===== src/include/rxcl_pkg.sv =====
package rxcl_pkg;

  // *****************************************************
  // Register map (byte addresses on a 32-bit AXI4-Lite bus)
  // *****************************************************
  localparam int          ADDR_W      = 8;
  localparam logic [7:0]  ADDR_CTRL   = 8'h00;
  localparam logic [7:0]  ADDR_SLIP   = 8'h04;
  localparam logic [7:0]  ADDR_THRESH = 8'h08;
  localparam logic [7:0]  ADDR_STATUS = 8'h0C;

  // Control register fields and reset value.
  localparam int          CTRL_LTD     = 0;
  localparam int          CTRL_LOCK_REF = 1;
  localparam int          CTRL_MANUAL  = 2;
  localparam int          CTRL_ETH     = 3;
  localparam int          CTRL_BASIC   = 4;
  localparam int          CTRL_PIPE    = 5;
  localparam int          CTRL_USE_CLK = 6;
  localparam int          CTRL_W       = 7;
  localparam logic [6:0]  CTRL_RST     = 7'h00;
  localparam logic [7:0]  THRESH_RST   = 8'h04;

  // Status register fields.
  localparam int          ST_LOCKED = 0;
  localparam int          ST_SIGDET = 1;
  localparam int          ST_FIFOER = 2;
  localparam int          ST_SLIP   = 4;
  localparam int          ST_MODE   = 8;

  // Bus responses.
  localparam logic [1:0]  RESP_OKAY   = 2'h0;
  localparam logic [1:0]  RESP_SLVERR = 2'h2;

  // Word aligner.
  localparam int          WORD_W   = 10;
  localparam logic [3:0]  SLIP_LAST = 4'h9;
  localparam logic [3:0]  HALF_BIT = 4'h4;

  // Timing.
  localparam int          CLK_PERIOD_PS = 4000;
  localparam int          LOCK_WAIT_NS  = 1000;
  localparam int          LOCK_WAIT_CYC =
    (LOCK_WAIT_NS * 1000 + CLK_PERIOD_PS - 1) / CLK_PERIOD_PS;
  localparam int          SD_WIN_CYC    = 64;
  localparam int          FIFO_AW_DEF   = 3;

  // Recovery lock modes, priority-encoded from the two lock controls.
  typedef enum logic [1:0]
  {
    RXCL_MODE_AUTO    = 2'b00,
    RXCL_MODE_MAN_REF = 2'b01,
    RXCL_MODE_MAN_LTD = 2'b10
  } rxcl_mode_e;

  // Recovery lock state.
  typedef enum logic [1:0]
  {
    RXCL_ST_REF = 2'b00,
    RXCL_ST_LTD = 2'b01
  } rxcl_state_e;

endpackage


===== src/include/rxcl_lock_if.sv =====
`timescale 1ns/100ps

// Lock controls toward the recovery logic and its state back.
interface rxcl_lock_if;
  logic              lock_to_data;
  logic              locked_to_reference;
  logic              sig_present;
  logic              ltd;
  logic [1:0]        mode;

  modport ctl
  (
    output lock_to_data,
    output locked_to_reference,
    output sig_present,
    input  ltd,
    input  mode
  );

  modport cdr
  (
    input  lock_to_data,
    input  locked_to_reference,
    input  sig_present,
    output ltd,
    output mode
  );
endinterface


===== src/hw/rxcl_mem.sv =====
`timescale 1ns/100ps

// Storage of the phase compensation FIFO with registered read data.
module rxcl_mem #(
  parameter int W  = 10,
  parameter int AW = 3
) (
  input  wire logic          clk_sys_i,
  input  wire logic          we_i,
  input  wire logic [AW-1:0] waddr_i,
  input  wire logic [W-1:0]  wdata_i,
  input  wire logic          re_i,
  input  wire logic [AW-1:0] raddr_i,
  output logic      [W-1:0]  rdata_o
);

  logic [W-1:0] mem_reg [0:(1<<AW)-1];

  if (AW < 1 || W < 1)
  begin : g_chk
    $error("rxcl_mem: width and address width must be positive.");
  end

  // Write and read ports; memory content needs no reset.
  always_ff @(posedge clk_sys_i)
  begin
    if (we_i)
    begin
      mem_reg[waddr_i] <= wdata_i;
    end
    if (re_i)
    begin
      rdata_o <= mem_reg[raddr_i];
    end
  end
endmodule


===== src/hw/rxcl_cdr_lock.sv =====
`timescale 1ns/100ps

// Clock recovery lock controller.
module rxcl_cdr_lock
  import rxcl_pkg::*;
#(
  parameter int WAIT = LOCK_WAIT_CYC
) (
  input  wire logic clk_sys_i,
  input  wire logic rst_i,
  rxcl_lock_if.cdr  lk
);

  localparam int CW = $clog2(WAIT + 1);

  rxcl_state_e    state_reg;
  rxcl_state_e    state_next;
  rxcl_mode_e     mode_w;
  logic [CW-1:0]  wait_reg;
  logic           wait_done;

  if (WAIT < 1)
  begin : g_chk
    $error("rxcl_cdr_lock: lock wait must be at least one cycle.");
  end

  // Lock-to-data wins over lock-to-reference.
  assign mode_w = lk.lock_to_data ? RXCL_MODE_MAN_LTD :
                  lk.locked_to_reference ? RXCL_MODE_MAN_REF :
                  RXCL_MODE_AUTO;
  assign wait_done = (wait_reg == CW'(WAIT));
  assign lk.ltd    = (state_reg == RXCL_ST_LTD);
  assign lk.mode   = mode_w;

  // Next lock state per mode.
  always_comb
  begin
    state_next = state_reg;
    case (mode_w)
      RXCL_MODE_MAN_LTD: state_next = RXCL_ST_LTD;
      RXCL_MODE_MAN_REF: state_next = RXCL_ST_REF;
      RXCL_MODE_AUTO:
      begin
        if (!lk.sig_present)
        begin
          state_next = RXCL_ST_REF;
        end
        else if (wait_done)
        begin
          state_next = RXCL_ST_LTD;
        end
      end
      default: state_next = RXCL_ST_REF;
    endcase
  end

  // State and settle counter; the counter runs only in automatic mode.
  always_ff @(posedge clk_sys_i or posedge rst_i)
  begin
    if (rst_i)
    begin
      state_reg <= RXCL_ST_REF;
      wait_reg  <= '0;
    end
    else
    begin
      state_reg <= state_next;
      if (mode_w != RXCL_MODE_AUTO || !lk.sig_present)
        wait_reg <= '0;
      else if (!wait_done)
        wait_reg <= wait_reg + CW'(1);
    end
  end

  // ***********************************************
  // Checks
  // ***********************************************
  AST_FORCE_LTD: assert property (@(posedge clk_sys_i) disable iff (rst_i)
    lk.lock_to_data |=> state_reg == RXCL_ST_LTD)
    else $error("Lock-to-data did not force the locked-to-data state.");
  AST_MAN_REF: assert property (@(posedge clk_sys_i) disable iff (rst_i)
    (!lk.lock_to_data && lk.locked_to_reference) |=> !lk.ltd)
    else $error("Manual reference lock did not hold reference state.");
  AST_AUTO_LOSS: assert property (@(posedge clk_sys_i) disable iff (rst_i)
    (mode_w == RXCL_MODE_AUTO && !lk.sig_present) |=> !lk.ltd)
    else $error("Automatic mode kept data lock without a signal.");
endmodule


===== src/hw/rxcl_top.sv =====
// Design decisions made here: the AXI4-Lite interface to the registers and the register offsets.
`timescale 1ns/100ps

module rxcl_top
  import rxcl_pkg::*;
#(
  parameter int FIFO_AW = FIFO_AW_DEF,
  parameter int SD_WIN  = SD_WIN_CYC
) (
  // Clock and reset.
  input  wire logic              clk_sys_i,
  input  wire logic              rst_i,
  // Link and fabric pins.
  input  wire logic              rx_serial_i,
  input  wire logic              rx_coreclk_i,
  // Status toward the fabric.
  output logic                   freq_locked_o,
  output logic                   signal_detect_o,
  output logic [3:0]             slip_count_out_o,
  output logic                   fifo_error_o,
  output logic                   rec_clk_o,
  output logic [WORD_W-1:0]      rx_word_o,
  output logic                   rx_word_valid_o,
  // AXI4-Lite slave.
  input  wire logic [ADDR_W-1:0] s_axi_awaddr_i,
  input  wire logic              s_axi_awvalid_i,
  output logic                   s_axi_awready_o,
  input  wire logic [31:0]       s_axi_wdata_i,
  input  wire logic [3:0]        s_axi_wstrb_i,
  input  wire logic              s_axi_wvalid_i,
  output logic                   s_axi_wready_o,
  output logic [1:0]             s_axi_bresp_o,
  output logic                   s_axi_bvalid_o,
  input  wire logic              s_axi_bready_i,
  input  wire logic [ADDR_W-1:0] s_axi_araddr_i,
  input  wire logic              s_axi_arvalid_i,
  output logic                   s_axi_arready_o,
  output logic [31:0]            s_axi_rdata_o,
  output logic [1:0]             s_axi_rresp_o,
  output logic                   s_axi_rvalid_o,
  input  wire logic              s_axi_rready_i
);

  localparam int PW = FIFO_AW + 1;
  localparam int SW = $clog2(SD_WIN);

  if (FIFO_AW < 1 || SD_WIN < 2)
  begin : g_chk
    $error("rxcl_top: FIFO depth or detect window too small.");
  end

  // Register decode shared by the read and write paths: {hit, index}.
  function automatic logic [2:0] reg_dec(input logic [ADDR_W-1:0] a);
    case (a)
      ADDR_CTRL:   reg_dec = 3'b100;
      ADDR_SLIP:   reg_dec = 3'b101;
      ADDR_THRESH: reg_dec = 3'b110;
      ADDR_STATUS: reg_dec = 3'b111;
      default:     reg_dec = 3'b000;
    endcase
  endfunction

  // *****************************************************
  // Pin synchronisers
  // *****************************************************
  logic [1:0] pin_raw;
  logic [1:0] pin_ok;

  assign pin_raw = {rx_coreclk_i, rx_serial_i};

  // Three stages; the level moves on once stages two and three agree.
  for (genvar g = 0; g < 2; g++)
  begin : g_sync
    logic s1_reg;
    logic s2_reg;
    logic s3_reg;
    logic ok_reg;
    always_ff @(posedge clk_sys_i or posedge rst_i)
    begin
      if (rst_i)
      begin
        s1_reg <= 1'b0;
        s2_reg <= 1'b0;
        s3_reg <= 1'b0;
        ok_reg <= 1'b0;
      end
      else
      begin
        s1_reg <= pin_raw[g];
        s2_reg <= s1_reg;
        s3_reg <= s2_reg;
        if (s2_reg == s3_reg)
          ok_reg <= s3_reg;
      end
    end
    assign pin_ok[g] = ok_reg;
  end

  // *****************************************************
  // Registers and bus slave
  // *****************************************************
  logic [CTRL_W-1:0] ctrl_reg;
  logic [7:0]        thresh_reg;
  logic              slip_pulse_reg;
  logic              aw_hold_reg;
  logic              w_hold_reg;
  logic [ADDR_W-1:0] awaddr_reg;
  logic [31:0]       wdata_reg;
  logic [3:0]        wstrb_reg;
  logic [2:0]        wdec;
  logic [2:0]        rdec;
  logic              do_write;
  logic              aw_take;
  logic              w_take;
  logic              ar_take;
  logic [31:0]       status_w;
  logic [31:0]       rd_mux;
  logic [3:0]        slip_cnt_reg;
  rxcl_lock_if       lk ();

  assign aw_take  = s_axi_awvalid_i && s_axi_awready_o;
  assign w_take   = s_axi_wvalid_i && s_axi_wready_o;
  assign ar_take  = s_axi_arvalid_i && s_axi_arready_o;
  assign do_write = aw_hold_reg && w_hold_reg && !s_axi_bvalid_o;
  assign wdec     = reg_dec(awaddr_reg);
  assign rdec     = reg_dec(s_axi_araddr_i);

  // Status view and read selection.
  assign status_w = {22'h00_0000, lk.mode, slip_cnt_reg, 1'b0,
                     fifo_error_o, signal_detect_o, freq_locked_o};
  assign rd_mux   = (rdec[1:0] == 2'd0) ? {25'h000_0000, ctrl_reg} :
                    (rdec[1:0] == 2'd2) ? {24'h00_0000, thresh_reg} :
                    (rdec[1:0] == 2'd3) ? status_w : 32'h0000_0000;

  // Write channel: address and data in either order, then a response.
  always_ff @(posedge clk_sys_i or posedge rst_i)
  begin
    if (rst_i)
    begin
      s_axi_awready_o <= 1'b1;
      s_axi_wready_o  <= 1'b1;
      s_axi_bvalid_o  <= 1'b0;
      s_axi_bresp_o   <= RESP_OKAY;
      aw_hold_reg     <= 1'b0;
      w_hold_reg      <= 1'b0;
      awaddr_reg      <= '0;
      wdata_reg       <= 32'h0000_0000;
      wstrb_reg       <= 4'h0;
    end
    else
    begin
      if (aw_take)
      begin
        aw_hold_reg     <= 1'b1;
        awaddr_reg      <= s_axi_awaddr_i;
        s_axi_awready_o <= 1'b0;
      end
      if (w_take)
      begin
        w_hold_reg     <= 1'b1;
        wdata_reg      <= s_axi_wdata_i;
        wstrb_reg      <= s_axi_wstrb_i;
        s_axi_wready_o <= 1'b0;
      end
      if (do_write)
      begin
        aw_hold_reg    <= 1'b0;
        w_hold_reg     <= 1'b0;
        s_axi_bvalid_o <= 1'b1;
        s_axi_bresp_o  <= wdec[2] ? RESP_OKAY : RESP_SLVERR;
      end
      else if (s_axi_bvalid_o && s_axi_bready_i)
      begin
        s_axi_bvalid_o  <= 1'b0;
        s_axi_awready_o <= 1'b1;
        s_axi_wready_o  <= 1'b1;
      end
    end
  end

  // Register contents; the slip register only launches a pulse.
  always_ff @(posedge clk_sys_i or posedge rst_i)
  begin
    if (rst_i)
    begin
      ctrl_reg       <= CTRL_RST;
      thresh_reg     <= THRESH_RST;
      slip_pulse_reg <= 1'b0;
    end
    else
    begin
      slip_pulse_reg <= do_write && wdec == 3'b101 && wstrb_reg[0] &&
                        wdata_reg[0];
      if (do_write && wdec == 3'b100 && wstrb_reg[0])
        ctrl_reg <= wdata_reg[CTRL_W-1:0];
      if (do_write && wdec == 3'b110 && wstrb_reg[0])
        thresh_reg <= wdata_reg[7:0];
    end
  end

  // Read channel: one read at a time, unmapped reads answer an error.
  always_ff @(posedge clk_sys_i or posedge rst_i)
  begin
    if (rst_i)
    begin
      s_axi_arready_o <= 1'b1;
      s_axi_rvalid_o  <= 1'b0;
      s_axi_rdata_o   <= 32'h0000_0000;
      s_axi_rresp_o   <= RESP_OKAY;
    end
    else if (ar_take)
    begin
      s_axi_arready_o <= 1'b0;
      s_axi_rvalid_o  <= 1'b1;
      s_axi_rdata_o   <= rdec[2] ? rd_mux : 32'h0000_0000;
      s_axi_rresp_o   <= rdec[2] ? RESP_OKAY : RESP_SLVERR;
    end
    else if (s_axi_rvalid_o && s_axi_rready_i)
    begin
      s_axi_rvalid_o  <= 1'b0;
      s_axi_arready_o <= 1'b1;
    end
  end

  // *****************************************************
  // Signal detect and lock control
  // *****************************************************
  logic          ser_prev_reg;
  logic [SW-1:0] win_reg;
  logic [7:0]    trans_reg;
  logic          sd_raw_reg;
  logic          sd_allowed;

  assign sd_allowed = ctrl_reg[CTRL_BASIC] || ctrl_reg[CTRL_PIPE];
  assign lk.lock_to_data        = ctrl_reg[CTRL_LTD];
  assign lk.locked_to_reference = ctrl_reg[CTRL_LOCK_REF];
  assign lk.sig_present         = sd_raw_reg;

  // Count line transitions per window and compare with the threshold.
  always_ff @(posedge clk_sys_i or posedge rst_i)
  begin
    if (rst_i)
    begin
      ser_prev_reg <= 1'b0;
      win_reg      <= '0;
      trans_reg    <= 8'h00;
      sd_raw_reg   <= 1'b0;
    end
    else
    begin
      ser_prev_reg <= pin_ok[0];
      win_reg      <= win_reg + SW'(1);
      if (win_reg == SW'(SD_WIN - 1))
      begin
        sd_raw_reg <= (trans_reg > thresh_reg);
        trans_reg  <= 8'h00;
      end
      else if (pin_ok[0] != ser_prev_reg && trans_reg != 8'hFF)
        trans_reg <= trans_reg + 8'h01;
    end
  end

  rxcl_cdr_lock u_cdr_lock
  (
    .clk_sys_i (clk_sys_i),
    .rst_i     (rst_i),
    .lk        (lk.cdr)
  );

  // *****************************************************
  // Word aligner and phase compensation FIFO
  // *****************************************************
  logic [3:0]        bit_cnt_reg;
  logic [WORD_W-1:0] shift_reg;
  logic              slip_now;
  logic              word_done;
  logic [PW-1:0]     wptr_reg;
  logic [PW-1:0]     rptr_reg;
  logic              clk_prev_reg;
  logic              rd_stb;
  logic              fifo_full;
  logic              fifo_empty;
  logic              push;
  logic              pop;
  logic              pop_reg;
  logic [WORD_W-1:0] mem_rdata;

  assign slip_now   = slip_pulse_reg && ctrl_reg[CTRL_MANUAL];
  assign word_done  = !slip_now && bit_cnt_reg == SLIP_LAST;
  assign fifo_empty = (wptr_reg == rptr_reg);
  assign fifo_full  = (wptr_reg == (rptr_reg ^ {1'b1, {FIFO_AW{1'b0}}}));
  assign push       = word_done && lk.ltd && !fifo_full;
  assign rd_stb     = ctrl_reg[CTRL_USE_CLK] ?
                      (pin_ok[1] && !clk_prev_reg) : 1'b1;
  assign pop        = rd_stb && !fifo_empty;

  // Shift serial bits; a slip drops one bit and bumps the count.
  always_ff @(posedge clk_sys_i or posedge rst_i)
  begin
    if (rst_i)
    begin
      bit_cnt_reg  <= 4'h0;
      shift_reg    <= '0;
      slip_cnt_reg <= 4'h0;
    end
    else if (slip_now)
      slip_cnt_reg <= (slip_cnt_reg == SLIP_LAST) ? 4'h0 :
                      slip_cnt_reg + 4'h1;
    else
    begin
      shift_reg   <= {pin_ok[0], shift_reg[WORD_W-1:1]};
      bit_cnt_reg <= word_done ? 4'h0 : bit_cnt_reg + 4'h1;
      if (!ctrl_reg[CTRL_MANUAL])
        slip_cnt_reg <= 4'h0;
    end
  end

  // FIFO pointers and read pacing.
  always_ff @(posedge clk_sys_i or posedge rst_i)
  begin
    if (rst_i)
    begin
      wptr_reg     <= '0;
      rptr_reg     <= '0;
      clk_prev_reg <= 1'b0;
      pop_reg      <= 1'b0;
    end
    else
    begin
      clk_prev_reg <= pin_ok[1];
      pop_reg      <= pop;
      if (push)
        wptr_reg <= wptr_reg + PW'(1);
      if (pop)
        rptr_reg <= rptr_reg + PW'(1);
    end
  end

  rxcl_mem #(
    .W  (WORD_W),
    .AW (FIFO_AW)
  ) u_mem (
    .clk_sys_i (clk_sys_i),
    .we_i      (push),
    .waddr_i   (wptr_reg[FIFO_AW-1:0]),
    .wdata_i   ({pin_ok[0], shift_reg[WORD_W-1:1]}),
    .re_i      (pop),
    .raddr_i   (rptr_reg[FIFO_AW-1:0]),
    .rdata_o   (mem_rdata)
  );

  // *****************************************************
  // Output flops
  // *****************************************************
  always_ff @(posedge clk_sys_i or posedge rst_i)
  begin
    if (rst_i)
    begin
      freq_locked_o    <= 1'b0;
      signal_detect_o  <= 1'b0;
      slip_count_out_o <= 4'h0;
      fifo_error_o     <= 1'b1;
      rec_clk_o        <= 1'b0;
      rx_word_o        <= '0;
      rx_word_valid_o  <= 1'b0;
    end
    else
    begin
      freq_locked_o    <= lk.ltd;
      signal_detect_o  <= sd_raw_reg && sd_allowed;
      slip_count_out_o <= slip_cnt_reg;
      fifo_error_o     <= fifo_full || fifo_empty;
      rx_word_valid_o  <= pop_reg;
      if (pop_reg)
        rx_word_o <= mem_rdata;
      if (!ctrl_reg[CTRL_ETH])
        rec_clk_o <= 1'b0;
      else if (!slip_now &&
               (bit_cnt_reg == HALF_BIT || bit_cnt_reg == SLIP_LAST))
        rec_clk_o <= !rec_clk_o;
    end
  end

  // ***********************************************
  // Checks
  // ***********************************************
  AST_FIFO_ERR: assert property (@(posedge clk_sys_i) disable iff (rst_i)
    (fifo_full || fifo_empty) |=> fifo_error_o)
    else $error("FIFO error missing while full or empty.");
  AST_SLIP_RANGE: assert property (@(posedge clk_sys_i) disable iff (rst_i)
    slip_count_out_o <= SLIP_LAST)
    else $error("Slip count left the range zero to nine.");
  AST_SLIP_STEP: assert property (@(posedge clk_sys_i) disable iff (rst_i)
    slip_now |=> slip_cnt_reg != $past(slip_cnt_reg) ##1
    slip_count_out_o == slip_cnt_reg)
    else $error("A slip did not advance the reported count.");
  AST_LOCK_OUT: assert property (@(posedge clk_sys_i) disable iff (rst_i)
    ##1 freq_locked_o == $past(lk.ltd))
    else $error("Frequency lock output disagrees with lock state.");
  AST_LTD_FORCE: assert property (@(posedge clk_sys_i) disable iff (rst_i)
    ctrl_reg[CTRL_LTD] |-> ##2 freq_locked_o)
    else $error("Lock-to-data control did not reach the lock output.");
  AST_REF_HOLD: assert property (@(posedge clk_sys_i) disable iff (rst_i)
    (ctrl_reg[CTRL_LOCK_REF] && !ctrl_reg[CTRL_LTD]) [*2] |=> !freq_locked_o)
    else $error("Manual reference lock showed a data lock.");
  AST_SD_GATE: assert property (@(posedge clk_sys_i) disable iff (rst_i)
    !sd_allowed |=> !signal_detect_o)
    else $error("Signal detect present outside its modes.");
  AST_REC_ETH: assert property (@(posedge clk_sys_i) disable iff (rst_i)
    !ctrl_reg[CTRL_ETH] |=> !rec_clk_o)
    else $error("Recovered clock runs outside Ethernet mode.");
endmodule


===== config.mk =====
export PLATFORM = sky130hd
export DESIGN_NAME = rxcl_top
export DESIGN_NICKNAME = d
export VERILOG_FILES = /design/src/include/rxcl_pkg.sv /design/src/include/rxcl_lock_if.sv /design/src/hw/rxcl_mem.sv /design/src/hw/rxcl_cdr_lock.sv /design/src/hw/rxcl_top.sv
export SDC_FILE = /design/constraint.sdc
export NUM_CORES = 1
export LEC_CHECK = 0
export BUFFER_PORTS_ARGS = -buffer_cell sky130_fd_sc_hd__buf_4
export CAP_MARGIN = 20
export CORE_MARGIN = 2
export CORE_UTILIZATION = 40
export DETAILED_ROUTE_END_ITERATION = 6
export GPL_TIMING_DRIVEN = 0
export MAX_ROUTING_LAYER = met4
export SLEW_MARGIN = 20
export SYNTH_ARGS = -nofsm -noshare
export SYNTH_HDL_FRONTEND = slang
export SYNTH_SLANG_ARGS = --single-unit

===== constraint.sdc =====
create_clock -name clk_sys_i -period 4.2 [get_ports clk_sys_i]
set_input_delay 0.42 -clock clk_sys_i [delete_from_list [all_inputs] [get_ports clk_sys_i]]
set_output_delay 0.42 -clock clk_sys_i [all_outputs]
set_load 0.005 [all_outputs]

==> impl_metrics.sql <==
INSERT INTO impl_metrics (metric_group, metric, value, unit) VALUES
('outcome', 'run_status', 'complete, no violations', ''),
('timing', 'final_critical_path_required_period', '2.693', 'ns'),
('timing', 'final.period_utilization', '64.11', '%'),
('logic_synthesis', 'yosys_warnings', '0', ''),
('route', 'post_drt_wl_per_cell', '16.76', 'µm'),
('route', 'dr.pass1.iters', '4', ''),
('placed_design', 'dp_hpwl', '12410', 'µm'),
('route', 'antenna_violating_nets_post_route', '0', ''),
('global_routing', 'grt_antenna_before_repair', '0', ''),
('logic_synthesis', 'ys.flop_type', 'dfrtp_1', ''),
('die', 'core-area', '22570', 'µm²'),
('worst_setup_path', 'worstPathArrival', '2.83', 'ns'),
('clocking', 'ctsHtreeMaxLevel', '1', ''),
('route', 'post-route-drc-count', '0', ''),
('route', 'detailroute.via_count', '5400', ''),
('worst_setup_path', 'critPathSlowestCell', 'nor2_1', ''),
('logic_synthesis', 'synth_top_family_by_area', 'multiplexers', ''),
('timing', 'fin_hold_ws', '0.07557', 'ns'),
('logic_synthesis', 'ys_types', '56', ''),
('timing', 'setup_viol_count_final', '0', ''),
('logic_synthesis', 'synth.mux.area_fraction', '12.82', '%'),
('global_routing', 'global_route.overflow_total', '0', ''),
('final_layout', 'flip_flop_count_of_the_largest_register_all_copies_and_words_added', '80', ''),
('clocking', 'cts_tree', 'built', ''),
('clocking', 'max-clock-path-buffers', '3', ''),
('timing', 'finalHoldViolations', '0', ''),
('pwr', 'vdd.ir_drop.worst', '325.2', 'µV'),
('final_layout', 'post-route-cell-area', '11070', 'µm²'),
('worst_setup_path', 'critPathRequiredTime', '4.34', 'ns'),
('timing', 'maxSlewHeadroom', '27.03', '%'),
('clocking', 'worst_setup_hold_path_clk_slew', '0.06', 'ns'),
('timing', 'unrepaired_setup_endpoints_after_global_routing', 'false', ''),
('placed_design', 'numPortBuffers', '67', ''),
('clocking', 'cts.sink_count', '221', ''),
('pwr', 'power.static_leakage', '4.634', 'nW'),
('clocking', 'clockRootBuffer', 'clkbuf_16', ''),
('die', 'rows', '55', ''),
('die', 'die-area', '24210', 'µm²'),
('worst_setup_path', 'worst-path-max-fanout', '10', ''),
('final_layout', 'share_of_final_layout_standard_cells_stronger_than_drive_strength_1', '28.77', '%'),
('clocking', 'post-cts-setup-buffers', '0', ''),
('logic_synthesis', 'synth_edf_count', '90', ''),
('worst_setup_path', 'start_kind', 'flop', ''),
('timing', 'achievable-frequency', '371.4', 'MHz'),
('clocking', 'cts_buffers', '24', ''),
('run', 'max-cap-violations', '0', ''),
('worst_setup_path', 'criticalPathCategory', 'flop to flop', ''),
('logic_synthesis', 'synth-adder-area-share', '2.804', '%'),
('min_path', 'worst_hold_path_type', 'primary input to flop', ''),
('final_layout', 'areaGrowthSynthToFinish', '20.38', '%'),
('die', 'starting_density_of_the_core', '40.73', '%'),
('logic_synthesis', 'seq_area_frac_synth', '65.13', '%'),
('global_routing', 'grt_pass1_vias', '5711', ''),
('worst_setup_path', 'timing.critical_path.slowest_cell_delay', '0.88', 'ns'),
('logic_synthesis', 'synthesized_area', '9193', 'µm²'),
('logic_synthesis', 'synth-compound-area-share', '4.723', '%'),
('worst_setup_path', 'worstPathCellList', 'inv_1, ha_1, and3b_1, and3_1, nand3b_1, nor2_1', ''),
('global_routing', 'grt_pass1_wl', '29360', 'µm'),
('timing', 'final-max-slew-violation-count', '0', ''),
('logic_synthesis', 'yosys.area_share.simple', '8.262', '%'),
('die', 'die_x', '155.6', 'µm'),
('pwr', 'pwr_density_cell', '575.1', 'nW/µm²'),
('logic_synthesis', 'post_synth.cell_area_avg', '14.34', 'µm²'),
('route', 'postRouteWirelength', '17890', 'µm'),
('final_layout', 'layout.nets', '844', ''),
('die', 'fp.dieH', '155.6', 'µm'),
('logic_synthesis', 'synth_async_sr_flop_share', '59.28', '%'),
('logic_synthesis', 'synthCells', '641', ''),
('global_routing', 'grt_max_degree', '88', ''),
('logic_synthesis', 'yosys.area_share.xor_xnor', '2.287', '%'),
('placed_design', 'place_congestion', '0.7650', ''),
('route', 'vias_per_cell', '5.061', ''),
('worst_setup_path', 'cp-end-kind', 'flop', ''),
('pwr', 'totalPowerFinal', '6.364', 'mW'),
('clocking', 'source_to_sink_clock_delay_at_the_later_pin_of_the_worst_skew_pair', '0.52', 'ns'),
('global_routing', 'global_route.usage.total', '15.65', '%'),
('die', 'boundaryPins', '121', ''),
('final_layout', 'num_antenna_cells', '0', ''),
('route', 'drtIter0Drc', '267', ''),
('logic_synthesis', 'postSynthRegisterBits', '221', ''),
('timing', 'clock_tree_skew_after_final_layout', '0.02226', 'ns'),
('placed_design', 'dpl-instance-area', '10210', 'µm²'),
('timing', 'worst-slew-pin-transition', '1.091', 'ns');
-- layout make-up --
cell class,instances,area (µm²)
Fill cell,1928,11510
Clock buffer,32,660.6
Sequential cell,221,5987
Tap cell,285,356.6
Timing Repair Buffer,74,590.6
Clock inverter,12,156.4
Buffer,44,264.0
Inverter,26,105.1
Multi-Input combinational cell,373,2945
-- critical path, delay by kind of cell, from the launching register on --
family	cells	cell delay (ns)
buf+inv	1	0.12
fa+ha+maj	1	0.20
flops	1	0.40
simple gates	4	1.59
-- Yosys cell counts, types with 3 or more instances --
cell type,instances,share of area (%)
a211oi_1,3,0.24
a21oi_1,16,0.87
a22o_1,7,0.67
and2_1,3,0.20
and3_1,8,0.54
and3b_1,3,0.29
buf_4,24,2.0
clkbuf_1,16,0.65
dfrtp_1,126,34
dfstp_2,5,1.4
edfxtp_1,90,29
ha_1,19,2.6
inv_1,26,1.1
mux2_2,46,5.6
mux2_4,8,1.3
mux2i_1,9,0.98
mux4_2,20,4.9
nand2_1,61,2.5
nand2b_1,4,0.27
nand3_1,16,0.87
nand3b_1,3,0.24
nand4_1,5,0.34
nor2_1,20,0.82
nor2b_1,4,0.27
nor3_1,6,0.33
o21ai_0,24,1.3
or3_1,6,0.41
xnor2_1,19,1.8
xor2_1,5,0.48
-- layer usage --
layer  track usage, %  vias up  share of wire [%]
met4            3.713        0                1.9
met3            2.667       25                4.0
met2            26.51      108                 50
met1            19.83     2732                 44
li1                 -     2535                  -
met5                -        -                  0
-- kinds of logic after synthesis --
group | count (synthesis)
multiplexers | 83
XOR/XNOR | 24
AND/OR/NAND/NOR | 152
other | 1
adder cells (fa/ha/maj) | 21
flip-flops | 221
buffers and inverters | 70
AO/OA/AOI/OAI | 69
-- path summary, 6_finish.rpt --
| check | from | to | slack, ns | depth (start not counted) |
|---|---|---|---|---|
| min | s_axi_awvalid_i | s_axi_awready_o$_DFF_PP1_ | 0.08 | 2 |
| max | bit_cnt_reg[1]$_DFFE_PP0N_ | u_mem.mem_reg[6][7]$_DFFE_PP_ | 1.51 | 6 |
| max reg2reg | bit_cnt_reg[1]$_DFFE_PP0N_ | u_mem.mem_reg[6][7]$_DFFE_PP_ | 1.51 | 6 |
| min reg2reg | g_sync[1].s1_reg$_DFF_PP0_ | g_sync[1].s2_reg$_DFF_PP0_ | 0.35 | 0 |
| min in group asynchronous | rst_i | rx_word_o[5]$_DFFE_PP0P_ | 0.44 | 3 |
| max in group asynchronous | rst_i | s_axi_wready_o$_DFF_PP1_ | 2.98 | 4 |
-- placed cells by master (no fill, tap or decap), types with 9 or more instances in the layout --
cell and instances:
a21oi_1 16, buf_4 92, clkbuf_1 21, clkbuf_16 24, conb_1 24, dfrtp_1 126, edfxtp_1 90, ha_1 19
inv_1 25, mux2_2 46, mux2i_1 9, mux4_2 20, nand2_1 61, nand3_1 16, nor2_1 18, o21ai_0 24
xnor2_1 19
-- power by group --
part	switching, mW	internal, mW	total [mW]
clock	0.840	1.30	2.14
combinational	0.576	0.732	1.31
sequential	0.283	2.64	2.92
-- stage by stage --
| step | setup TNS [ns] | cells | utilization (%) | worst slack [ns] |
|---|---|---|---|---|
| finish | 0 | 1067 | 49.02 | 1.507 |
| global route | 0 | 1067 | 49.02 | 1.332 |
| CTS | 0 | 1066 | 48.97 | 1.462 |
| detailed placement | 0 | 1019 | 45.22 | 1.474 |
| global placement | -147.10 | 1016 | 44.92 | -1.185 |
| floorplan | 0 | 664 | - | 0.2906 |
-- timing repair --
action / 4_1_cts / 5_1_grt
hold buffers: 3 / 0
setup endpoints to repair: 0 / 0
gates resized for setup: 0 / 0
endpoints found under the hold margin: 45 / 0
Note: power is estimated with default switching activity, not from simulation.
